`src/dmc_defs.svh`:
```
// Register map, field positions and reset values for the mic capture block.
`ifndef DMC_DEFS_SVH
`define DMC_DEFS_SVH
`define DMC_AW         6
`define DMC_WORD_W     16
`define DMC_CTRL_OFS   6'h00
`define DMC_STAT_OFS   6'h04
`define DMC_LEFT_OFS   6'h08
`define DMC_RIGHT_OFS  6'h0C
`define DMC_EN_BIT     0
`define DMC_OSR_LSB    1
`define DMC_OSR_MSB    2
`define DMC_EDGE_LSB   3
`define DMC_EDGE_MSB   4
`define DMC_EDGE_RST   2'h3
`define DMC_OSR_128    2'h0
`define DMC_OSR_64     2'h1
`define DMC_OSR_32     2'h2
`define DMC_RATIO_128  8'h80
`define DMC_RATIO_64   8'h40
`define DMC_RATIO_32   8'h20
`define DMC_RESP_OK    2'h0
`define DMC_RESP_SLV   2'h2
`endif

```
`src/dmc_pkg.sv`:
```
// Types shared by the mic capture block and its two helper modules.
`include "dmc_defs.svh"
package dmc_pkg;
  typedef enum logic [1:0] {
    DMC_WR_IDLE = 2'b01,
    DMC_WR_RESP = 2'b10
  } dmc_wr_t;
  typedef enum logic [1:0] {
    DMC_RD_IDLE = 2'b01,
    DMC_RD_DATA = 2'b10
  } dmc_rd_t;
  // Software control: enable, ratio code and edge selection.
  typedef struct packed {
    logic       en;
    logic [1:0] osr;
    logic [1:0] edges;
  } dmc_ctrl_t;
  // Clock generator state.
  typedef struct packed {
    logic [7:0] cnt;
    logic       clk;
    logic [7:0] bits;
    logic       rise;
    logic       fall;
    logic       frame;
  } dmc_gen_t;
  // Decimator state.
  typedef struct packed {
    logic signed [8:0]        acc;
    logic [`DMC_WORD_W-1:0]   word;
    logic                     valid;
  } dmc_dec_t;
  // Top-level state: bus slave, control, sync and edge pipelines.
  typedef struct packed {
    dmc_ctrl_t        ctrl;
    logic             aw_have;
    logic [`DMC_AW-1:0] aw_addr;
    logic             w_have;
    logic [31:0]      w_data;
    logic [3:0]       w_strb;
    dmc_wr_t          wr;
    logic [1:0]       bresp;
    dmc_rd_t          rd;
    logic [31:0]      rdata;
    logic [1:0]       rresp;
    logic             sync1;
    logic             sync2;
    logic [1:0]       rise_d;
    logic [1:0]       fall_d;
    logic [1:0]       frame_d;
    logic [1:0]       seen;
    logic             analog_en;
  } dmc_main_t;
endpackage

```
`src/dmc_clkgen.sv`:
```
// Oversampling clock divider with edge and frame pulses.
`timescale 1ns/1ps
`include "dmc_defs.svh"
module dmc_clkgen
  import dmc_pkg::*;
#(
  parameter logic [7:0] DIV_HALF = 8'h05
) (
  input  wire logic       aclk,
  input  wire logic       aresetn,
  input  wire logic       run,
  input  wire logic [1:0] osr,
  output logic            mic_clk,
  output logic            rise,
  output logic            fall,
  output logic            frame
);
  dmc_gen_t   g;       // Registered state.
  dmc_gen_t   next_g;  // Next state.
  logic [7:0] ratio;   // Bits per sample period.

  // Ratio decode; the spare code falls back to the widest ratio.
  always_comb begin
    unique case (osr)
      `DMC_OSR_64: ratio = `DMC_RATIO_64;
      `DMC_OSR_32: ratio = `DMC_RATIO_32;
      default:     ratio = `DMC_RATIO_128;
    endcase
  end

  // Toggle every half period; count falls to mark sample periods.
  always_comb begin
    next_g       = g;
    next_g.rise  = 1'b0;
    next_g.fall  = 1'b0;
    next_g.frame = 1'b0;
    if (!run) begin
      // Stopped clock rests low so the next frame starts cleanly.
      next_g = '0;
    end else if (g.cnt == DIV_HALF - 8'h01) begin
      next_g.cnt = 8'h00;
      next_g.clk = !g.clk;
      if (!g.clk) begin
        next_g.rise = 1'b1;
      end else begin
        next_g.fall = 1'b1;
        // A ratio cut mid-period is caught by the >= test.
        if (g.bits >= ratio - 8'h01) begin
          next_g.bits  = 8'h00;
          next_g.frame = 1'b1;
        end else begin
          next_g.bits = g.bits + 8'h01;
        end
      end
    end else begin
      next_g.cnt = g.cnt + 8'h01;
    end
  end

  // State register.
  always_ff @(posedge aclk) begin
    if (!aresetn) begin
      g <= '0;
    end else begin
      g <= next_g;
    end
  end

  assign mic_clk = g.clk;
  assign rise    = g.rise;
  assign fall    = g.fall;
  assign frame   = g.frame;
endmodule

```
`src/dmc_decim.sv`:
```
// Boxcar decimator: sums +/-1 bits over one sample period.
`timescale 1ns/1ps
`include "dmc_defs.svh"
module dmc_decim
  import dmc_pkg::*;
(
  input  wire logic                   aclk,
  input  wire logic                   aresetn,
  input  wire logic                   en,
  input  wire logic                   take,
  input  wire logic                   bit_in,
  input  wire logic                   dump,
  input  wire logic [1:0]             shift,
  output logic [`DMC_WORD_W-1:0]      word,
  output logic                        valid
);
  dmc_dec_t          d;       // Registered state.
  dmc_dec_t          next_d;  // Next state.
  logic signed [8:0] step;    // Contribution of this cycle's bit.
  logic signed [8:0] sum;     // Running sum including this bit.

  // Accumulate; on dump emit one word, scaled so every ratio
  // reaches the same full scale. A boxcar is cheap but aliases.
  always_comb begin
    next_d       = d;
    next_d.valid = 1'b0;
    step = take ? (bit_in ? 9'sh001 : 9'sh1FF) : 9'sh000;
    sum  = d.acc + step;
    if (!en) begin
      next_d.acc = 9'sh000;
    end else if (dump) begin
      next_d.word  = `DMC_WORD_W'(sum) <<< shift;
      next_d.valid = 1'b1;
      next_d.acc   = 9'sh000;
    end else begin
      next_d.acc = sum;
    end
  end

  // State register.
  always_ff @(posedge aclk) begin
    if (!aresetn) begin
      d <= '0;
    end else begin
      d <= next_d;
    end
  end

  assign word  = d.word;
  assign valid = d.valid;
endmodule

```
`src/dmc_top.sv`:
```
// Digital microphone capture with AXI4-Lite control registers.
//
// The implementer's own choices: the placing of the registers and register access over AXI4-Lite.
`timescale 1ns/1ps
`include "dmc_defs.svh"
module dmc_top
  import dmc_pkg::*;
#(
  parameter logic [7:0] DIV_HALF = 8'h05
) (
  input  wire logic                   aclk,
  input  wire logic                   aresetn,
  input  wire logic                   s_axi_awvalid,
  output logic                        s_axi_awready,
  input  wire logic [`DMC_AW-1:0]     s_axi_awaddr,
  input  wire logic                   s_axi_wvalid,
  output logic                        s_axi_wready,
  input  wire logic [31:0]            s_axi_wdata,
  input  wire logic [3:0]             s_axi_wstrb,
  output logic                        s_axi_bvalid,
  input  wire logic                   s_axi_bready,
  output logic [1:0]                  s_axi_bresp,
  input  wire logic                   s_axi_arvalid,
  output logic                        s_axi_arready,
  input  wire logic [`DMC_AW-1:0]     s_axi_araddr,
  output logic                        s_axi_rvalid,
  input  wire logic                   s_axi_rready,
  output logic [31:0]                 s_axi_rdata,
  output logic [1:0]                  s_axi_rresp,
  output logic                        mic_clock_pin_o,
  output logic                        mic_clock_pin_oe_n,
  input  wire logic                   mic_data_pin_i,
  output logic                        mic_data_pin_o,
  output logic                        mic_data_pin_oe_n,
  input  wire logic                   gpio_clock_o,
  input  wire logic                   gpio_clock_oe_n,
  input  wire logic                   gpio_data_o,
  input  wire logic                   gpio_data_oe_n,
  output logic [`DMC_WORD_W-1:0]      adc_left_data,
  output logic                        adc_left_valid,
  output logic [`DMC_WORD_W-1:0]      adc_right_data,
  output logic                        adc_right_valid,
  output logic                        analog_convert_en
);
  localparam int HALF_I = int'(DIV_HALF); // Half period in cycles.

  dmc_main_t                       q;          // Registered state.
  dmc_main_t                       next_q;     // Next state.
  logic                            mic_clk;    // Generated clock.
  logic                            ck_rise;    // Clock went high.
  logic                            ck_fall;    // Clock went low.
  logic                            ck_frame;   // Last fall of period.
  logic [1:0]                      ch_en;      // Channel enables.
  logic [1:0]                      take;       // Bit strobes.
  logic [1:0][`DMC_WORD_W-1:0]     words;      // Decimated words.
  logic [1:0]                      valids;     // Word strobes.
  logic [1:0]                      osr_shift;  // Scale per ratio.
  logic [31:0]                     rd_mux;     // Read data select.
  logic [1:0]                      rd_resp;    // Read answer code.
  logic                            aw_hs;      // Address taken.
  logic                            w_hs;       // Data taken.

  // Divider making the oversampling clock from the bus clock.
  dmc_clkgen #(
    .DIV_HALF (DIV_HALF)
  ) u_clkgen (
    .aclk    (aclk),
    .aresetn (aresetn),
    .run     (q.ctrl.en),
    .osr     (q.ctrl.osr),
    .mic_clk (mic_clk),
    .rise    (ck_rise),
    .fall    (ck_fall),
    .frame   (ck_frame)
  );

  // Full scale is the same for each ratio after this shift.
  always_comb begin
    unique case (q.ctrl.osr)
      `DMC_OSR_64: osr_shift = 2'h1;
      `DMC_OSR_32: osr_shift = 2'h2;
      default:     osr_shift = 2'h0;
    endcase
  end

  // One decimator per channel; channel 0 is left, 1 is right.
  // Edge strobes are delayed two cycles to line up with the
  // synchronised data pin, so each bit is the level at its edge.
  for (genvar c = 0; c < 2; c++) begin : g_ch
    assign ch_en[c] = q.ctrl.en & q.ctrl.edges[c];
    assign take[c]  = (c == 0 ? q.rise_d[1] : q.fall_d[1])
                    & ch_en[c];
    dmc_decim u_decim (
      .aclk    (aclk),
      .aresetn (aresetn),
      .en      (ch_en[c]),
      .take    (take[c]),
      .bit_in  (q.sync2),
      .dump    (q.frame_d[1]),
      .shift   (osr_shift),
      .word    (words[c]),
      .valid   (valids[c])
    );
  end

  // Pin muxing: in mic mode the clock pin is ours and the data pin
  // is an input; otherwise both pins follow the GPIO function.
  assign mic_clock_pin_o    = q.ctrl.en ? mic_clk : gpio_clock_o;
  assign mic_clock_pin_oe_n = q.ctrl.en ? 1'b0 : gpio_clock_oe_n;
  assign mic_data_pin_o     = gpio_data_o;
  assign mic_data_pin_oe_n  = q.ctrl.en ? 1'b1 : gpio_data_oe_n;

  // Sample stream towards the serial audio interface.
  assign adc_left_data     = words[0];
  assign adc_left_valid    = valids[0];
  assign adc_right_data    = words[1];
  assign adc_right_valid   = valids[1];
  assign analog_convert_en = q.analog_en;

  // Bus handshakes; one write and one read in flight at most.
  assign s_axi_awready = (q.wr == DMC_WR_IDLE) && !q.aw_have;
  assign s_axi_wready  = (q.wr == DMC_WR_IDLE) && !q.w_have;
  assign s_axi_bvalid  = (q.wr == DMC_WR_RESP);
  assign s_axi_bresp   = q.bresp;
  assign s_axi_arready = (q.rd == DMC_RD_IDLE);
  assign s_axi_rvalid  = (q.rd == DMC_RD_DATA);
  assign s_axi_rdata   = q.rdata;
  assign s_axi_rresp   = q.rresp;
  assign aw_hs = s_axi_awvalid && s_axi_awready;
  assign w_hs  = s_axi_wvalid && s_axi_wready;

  // Read decode; unmapped words answer with a slave error.
  always_comb begin
    rd_mux  = 32'h00000000;
    rd_resp = `DMC_RESP_OK;
    unique case (s_axi_araddr)
      `DMC_CTRL_OFS: begin
        rd_mux[`DMC_EN_BIT]                = q.ctrl.en;
        rd_mux[`DMC_OSR_MSB:`DMC_OSR_LSB]   = q.ctrl.osr;
        rd_mux[`DMC_EDGE_MSB:`DMC_EDGE_LSB] = q.ctrl.edges;
      end
      `DMC_STAT_OFS: rd_mux[2:0] = {q.seen, q.ctrl.en};
      `DMC_LEFT_OFS: rd_mux[`DMC_WORD_W-1:0] = words[0];
      `DMC_RIGHT_OFS: rd_mux[`DMC_WORD_W-1:0] = words[1];
      default: rd_resp = `DMC_RESP_SLV;
    endcase
  end

  // Next-state logic for the whole top level.
  always_comb begin
    next_q = q;
    // Two-flop synchroniser on the data pin.
    next_q.sync1   = mic_data_pin_i;
    next_q.sync2   = q.sync1;
    next_q.rise_d  = {q.rise_d[0], ck_rise};
    next_q.fall_d  = {q.fall_d[0], ck_fall};
    next_q.frame_d = {q.frame_d[0], ck_frame};
    // Analog conversion is blocked while the mic owns the ADCs.
    next_q.analog_en = !q.ctrl.en;
    // Seen flags clear when disabled; a word in the same cycle wins.
    if (!q.ctrl.en) begin
      next_q.seen = 2'h0;
    end
    next_q.seen = next_q.seen | valids;
    // Address and data may arrive in either order.
    if (aw_hs) begin
      next_q.aw_have = 1'b1;
      next_q.aw_addr = s_axi_awaddr;
    end
    if (w_hs) begin
      next_q.w_have = 1'b1;
      next_q.w_data = s_axi_wdata;
      next_q.w_strb = s_axi_wstrb;
    end
    unique case (q.wr)
      DMC_WR_IDLE: begin
        if (q.aw_have && q.w_have) begin
          next_q.aw_have = 1'b0;
          next_q.w_have  = 1'b0;
          next_q.wr      = DMC_WR_RESP;
          next_q.bresp   = `DMC_RESP_OK;
          unique case (q.aw_addr)
            `DMC_CTRL_OFS: begin
              if (q.w_strb[0]) begin
                next_q.ctrl.en    = q.w_data[`DMC_EN_BIT];
                next_q.ctrl.osr   =
                  q.w_data[`DMC_OSR_MSB:`DMC_OSR_LSB];
                next_q.ctrl.edges =
                  q.w_data[`DMC_EDGE_MSB:`DMC_EDGE_LSB];
              end
            end
            // Read-only words accept and ignore writes.
            `DMC_STAT_OFS, `DMC_LEFT_OFS, `DMC_RIGHT_OFS: begin
              next_q.bresp = `DMC_RESP_OK;
            end
            default: next_q.bresp = `DMC_RESP_SLV;
          endcase
        end
      end
      DMC_WR_RESP: begin
        if (s_axi_bready) begin
          next_q.wr = DMC_WR_IDLE;
        end
      end
      default: next_q.wr = DMC_WR_IDLE;
    endcase
    unique case (q.rd)
      DMC_RD_IDLE: begin
        if (s_axi_arvalid) begin
          next_q.rd    = DMC_RD_DATA;
          next_q.rdata = rd_mux;
          next_q.rresp = rd_resp;
        end
      end
      DMC_RD_DATA: begin
        if (s_axi_rready) begin
          next_q.rd = DMC_RD_IDLE;
        end
      end
      default: next_q.rd = DMC_RD_IDLE;
    endcase
  end

  // State register with synchronous reset.
  always_ff @(posedge aclk) begin
    if (!aresetn) begin
      q            <= '0;
      q.ctrl.edges <= `DMC_EDGE_RST;
      q.wr         <= DMC_WR_IDLE;
      q.rd         <= DMC_RD_IDLE;
      q.analog_en  <= 1'b1;
    end else begin
      q <= next_q;
    end
  end

  // Checking helpers: falls per period and ratio changes.
  logic [7:0] fall_cnt;  // Falls since the last frame.
  logic       osr_chg;   // Ratio altered inside this period.
  logic [7:0] ratio_m1;  // Expected falls minus one.

  always_comb begin
    unique case (q.ctrl.osr)
      `DMC_OSR_64: ratio_m1 = `DMC_RATIO_64 - 8'h01;
      `DMC_OSR_32: ratio_m1 = `DMC_RATIO_32 - 8'h01;
      default:     ratio_m1 = `DMC_RATIO_128 - 8'h01;
    endcase
  end

  always_ff @(posedge aclk) begin
    if (!aresetn || !q.ctrl.en) begin
      fall_cnt <= 8'h00;
      osr_chg  <= 1'b1;
    end else if (ck_frame) begin
      fall_cnt <= 8'h00;
      osr_chg  <= 1'b0;
    end else begin
      if (ck_fall) begin
        fall_cnt <= fall_cnt + 8'h01;
      end
      if (next_q.ctrl.osr != q.ctrl.osr) begin
        osr_chg <= 1'b1;
      end
    end
  end
endmodule

```
`config.mk`:
```
export PLATFORM = sky130hd
export DESIGN_NAME = dmc_top
export DESIGN_NICKNAME = d
export VERILOG_FILES = /design/src/dmc_pkg.sv /design/src/dmc_clkgen.sv /design/src/dmc_decim.sv /design/src/dmc_top.sv
export VERILOG_INCLUDE_DIRS = /design/src
export SDC_FILE = /design/constraint.sdc
export NUM_CORES = 1
export LEC_CHECK = 0
export ABC_AREA = 1
export BUFFER_PORTS_ARGS = -buffer_cell sky130_fd_sc_hd__buf_2
export CAP_MARGIN = 20
export CORE_ASPECT_RATIO = 0.9
export CORE_MARGIN = 4
export CORE_UTILIZATION = 54
export CTS_CLUSTER_DIAMETER = 100
export CTS_CLUSTER_SIZE = 40
export DETAILED_ROUTE_END_ITERATION = 6
export HOLD_SLACK_MARGIN = 0.03
export PLACE_DENSITY = 0.8
export SLEW_MARGIN = 5
export SYNTH_ARGS = -nofsm -noshare
export SYNTH_HDL_FRONTEND = slang
export SYNTH_SLANG_ARGS = --single-unit
```
`constraint.sdc`:
```
create_clock -name aclk -period 2.8 [get_ports aclk]
set_input_delay 0.28 -clock aclk [delete_from_list [all_inputs] [get_ports aclk]]
set_output_delay 0.28 -clock aclk [all_outputs]
set_load 0.02 [all_outputs]
```
==> results.sh <==
export IMPL_min_from="mic_data_pin_i"
export IMPL_nets=946
export IMPL_grt_overflow_total=0
export IMPL_cts_hold_buf=0
export IMPL_root_buffer="clkbuf_16"
export IMPL_fin_util_pct=60.4
export IMPL_clock_path_buffers=2
export IMPL_p_leak_nw=2.99
export IMPL_fin_crit_ns=2.48
export IMPL_final_antenna_net_count=0
export IMPL_clk_pin_slew_worst_paths_ns=0.08
export IMPL_r2r_end="g_ch[1].u_decim.word[8]"
export IMPL_drt_initial_drc_count=416
export IMPL_vdd_drop_max_v=0.000441
export IMPL_reg2reg_from="q[99]"
export IMPL_post_drt_wl_per_cell_microns=12.7
export IMPL_finalSetupViolations=0
export IMPL_grt_max_degree=46
export IMPL_worst_pin_slew_ns=0.604
export IMPL_muxShareOfSynthArea_pct=0
export IMPL_critPathBufInv=0
export IMPL_cp_top_family="simple AND/OR/NAND/NOR gates"
export IMPL_crit_chain="nand2_1 -> nor2_2 -> ha_1 -> fa_1 -> nand3_1 -> o21ai_1 -> nand2_1 -> nand3_1 -> nand3_1 -> nand2_1 -> nor2_1 -> nor2_1 -> nor2_1"
export IMPL_cts_resized=0
export IMPL_drc=0
export IMPL_critPathMaxFanout=8
export IMPL_cpMaxStageDelayCell="dfxtp_1"
export IMPL_dieArea_sq_um=12600
export IMPL_r2r_slack_ns=0.32
export IMPL_async_flop_share_pct=0
export IMPL_p_clk_share_pct=40.5
export IMPL_max_slew_margin_pct=59.7
export IMPL_ys_seq_area_share_pct=38.1
export IMPL_period_share_pct=88.6
export IMPL_combPwrFrac_pct=6.9
export IMPL_routed_via_density=5.21
export IMPL_start_util_pct=56.3
export IMPL_synth_adder_area_share_pct=2.89
export IMPL_reg2reg_depth=13
export IMPL_dpl_cell_area_sq_um=6020
export IMPL_die_height_microns=107
export IMPL_synth_seq_cells=112
export IMPL_cts_buffers=9
export IMPL_maxCapViolations=0
export IMPL_synthCells=838
export IMPL_cts_tree="built"
export IMPL_areaGrowthSynthToFinish_pct=7.41
export IMPL_end_kind="register"
export IMPL_antenna_found_initial=0
export IMPL_yosys_warnings=0
export IMPL_min_to="next_q[9]"
export IMPL_grt_setup_unrepaired="no"
export IMPL_p_total_w=0.00313
export IMPL_slowest_delay_ns=0.53
export IMPL_p_sw_w=0.000798
export IMPL_syn_area_per_cell_sq_um=7.03
export IMPL_grt_pass1_wl_microns=21700
export IMPL_grtUsageTotal_pct=20.6
export IMPL_hold_path_class="input pin to register"
export IMPL_cts_sinks=112
export IMPL_num_antenna_cells=0
export IMPL_crit_arrival_ns=2.71
export IMPL_die_w_microns=118
export IMPL_syn_area_sq_um=5890
export IMPL_p_seq_share_pct=52.6
export IMPL_required_ns=3.03
export IMPL_status="completed"
export IMPL_skew_ns=0.00718
export IMPL_first_pass_iters=5
export IMPL_tns_ns=0
export IMPL_synth_xor_area_share_pct=1.34
export IMPL_switching_share_pct=25.6
export IMPL_hold_viol=0
export IMPL_synthSimpleGateAreaFrac_pct=26.9
export IMPL_io_pins=140
export IMPL_rows=35
export IMPL_fmax_mhz=403
export IMPL_grt_pass1_vias=4756
export IMPL_fin_area_sq_um=6330
export IMPL_maxSlewViolCount=0
export IMPL_synth_edff_count=0
export IMPL_insertion_delay_ns=0.35
export IMPL_place_port_buffers=89
export IMPL_routed_wl_microns=12800
export IMPL_start_kind="register"
export IMPL_cts_max_level=3
export IMPL_dpl_hpwl_microns=9720
export IMPL_synth_top_cell_area_share_pct=38.1
export IMPL_post_cts_setup_buffer_count=0
export IMPL_core_area_sq_um=10500
export IMPL_num_vias=5251
export IMPL_ys_top_cells_by_area="dfxtp_1 (38%), nand2_1 (11%), buf_4 (9.1%)"
export IMPL_power_density_nw_per_um2=494
export IMPL_path_class="register to register"
export IMPL_gp_congestion=0.923
export IMPL_synth_cell_types=40
export IMPL_synth_main_ff_cell="dfxtp_1"
export IMPL_yosys_area_top_type="dfxtp_1"
export IMPL_synth_top_family_by_area="simple AND/OR/NAND/NOR gates"
export IMPL_drive_gt1_share_pct=15.6
export IMPL_internal_power_w=0.00233
export IMPL_min_path_cells=3
export IMPL_synth_compound_area_share_pct=12.6
==> kinds of logic (layout without fill, tap and decap cells) <==
logic type                 Yosys count  count (layout)
and+or+nand+nor                    367             367
buffers and inverters              211             234
AOI/OAI and AO/OA                  124             124
DFF                                112             112
adders and majority gates           13              13
xor gates and xnor gates             9               9
other                                2              19
==> flip-flops by register name (all words and copies together) (netlist names) <==
signal              flops
g_ch.u_decim.d         18
q                      29
s_axi_rdata            12
analog_convert_en       1
next_q                  4
s_axi_rresp             1
u_clkgen.rise           1
u_clkgen.frame          1
u_clkgen.mic_clk        1
u_clkgen.g             16
s_axi_bresp             1
g_ch.u_decim.word      24
g_ch.u_decim.valid      2
u_clkgen.fall           1
==> power by group through the flow <==
stage          clock network (W)  registers (W)  logic (W)
6_report                 0.00127        0.00164   0.000215
5_1_grt                  0.00136        0.00165   0.000243
4_1_cts                  0.00129        0.00165   0.000216
3_5_place_dp                   0        0.00168   0.000215
3_3_place_gp                   0        0.00168   0.000211
2_1_floorplan                  0        0.00168   0.000192
==> layer usage <==
metal	track usage, %	wire, microns
met4	5.52	140
met2	35.0	6170
met3	3.59	743
met1	27.1	5760
met5	0	0
==> per-stage QoR <==
| stage | setup slack (ns) | hold WS (ns) | instances |
|---|---|---|---|
| final | 0.319 | 0.114 | 1007 |
| after global routing | 0.0341 | 0.150 | 1007 |
| after floorplan | 0.826 | 0.378 | 855 |
| after global placement | 0.430 | 0.392 | 991 |
| after CTS | 0.347 | 0.109 | 1007 |
| after detailed placement | 0.384 | 0.396 | 991 |
==> synth_stat cells, types with 10 or more instances <==
| cell | instances |
|---|---|
| a21oi_1 | 38 |
| nand3_1 | 81 |
| o21ai_0 | 37 |
| dfxtp_1 | 112 |
| nand2_1 | 168 |
| clkbuf_1 | 13 |
| a31oi_1 | 10 |
| a22oi_1 | 10 |
| ha_1 | 12 |
| inv_1 | 115 |
| buf_4 | 71 |
| nor2_1 | 89 |
| o211ai_1 | 10 |
==> worst max-delay path by stage <==
stage / start / end / slack, ns / cells past startpoint
6_report: q[99] / g_ch[1].u_decim.word[8] / 0.32 / 13
3_3_place_gp: q[99] / g_ch[1].u_decim.word[8] / 0.43 / 13
2_1_floorplan: q[99] / g_ch[1].u_decim.word[8] / 0.83 / 15
3_5_place_dp: q[99] / g_ch[1].u_decim.word[8] / 0.38 / 13
5_1_grt: q[99] / g_ch[1].u_decim.word[8] / 0.03 / 13
4_1_cts: q[99] / g_ch[1].u_decim.word[8] / 0.35 / 13
==> cell usage in the layout (no fill, tap or decap), types with 7 or more instances in the layout <==
master     instances
nor2_1            89
a22oi_1           10
clkbuf_16          9
a31oi_1           10
buf_4              8
a21oi_1           38
o211ai_1          10
conb_1            19
nand3_1           81
inv_1            115
ha_1              12
dfxtp_1          112
o21ai_0           37
a41oi_1            7
buf_2             89
nand2_1          168
==> tightest hold or removal path, delay by kind of cell <==
family	cells	cell delay, ns
buffers and inverters	2	0.11
AND/OR/NAND/NOR	1	0.04
==> final cells by class <==
cell class,count,area [sq um]
fillers,960,4140
flip-flops and latches,112,2240
repair buffers,97,505
clock inverters,7,76.3
well taps,129,161
multi-input cells,532,2660
inverters,121,454
clock buffers,9,225
Power figures use the tool's default switching activity.
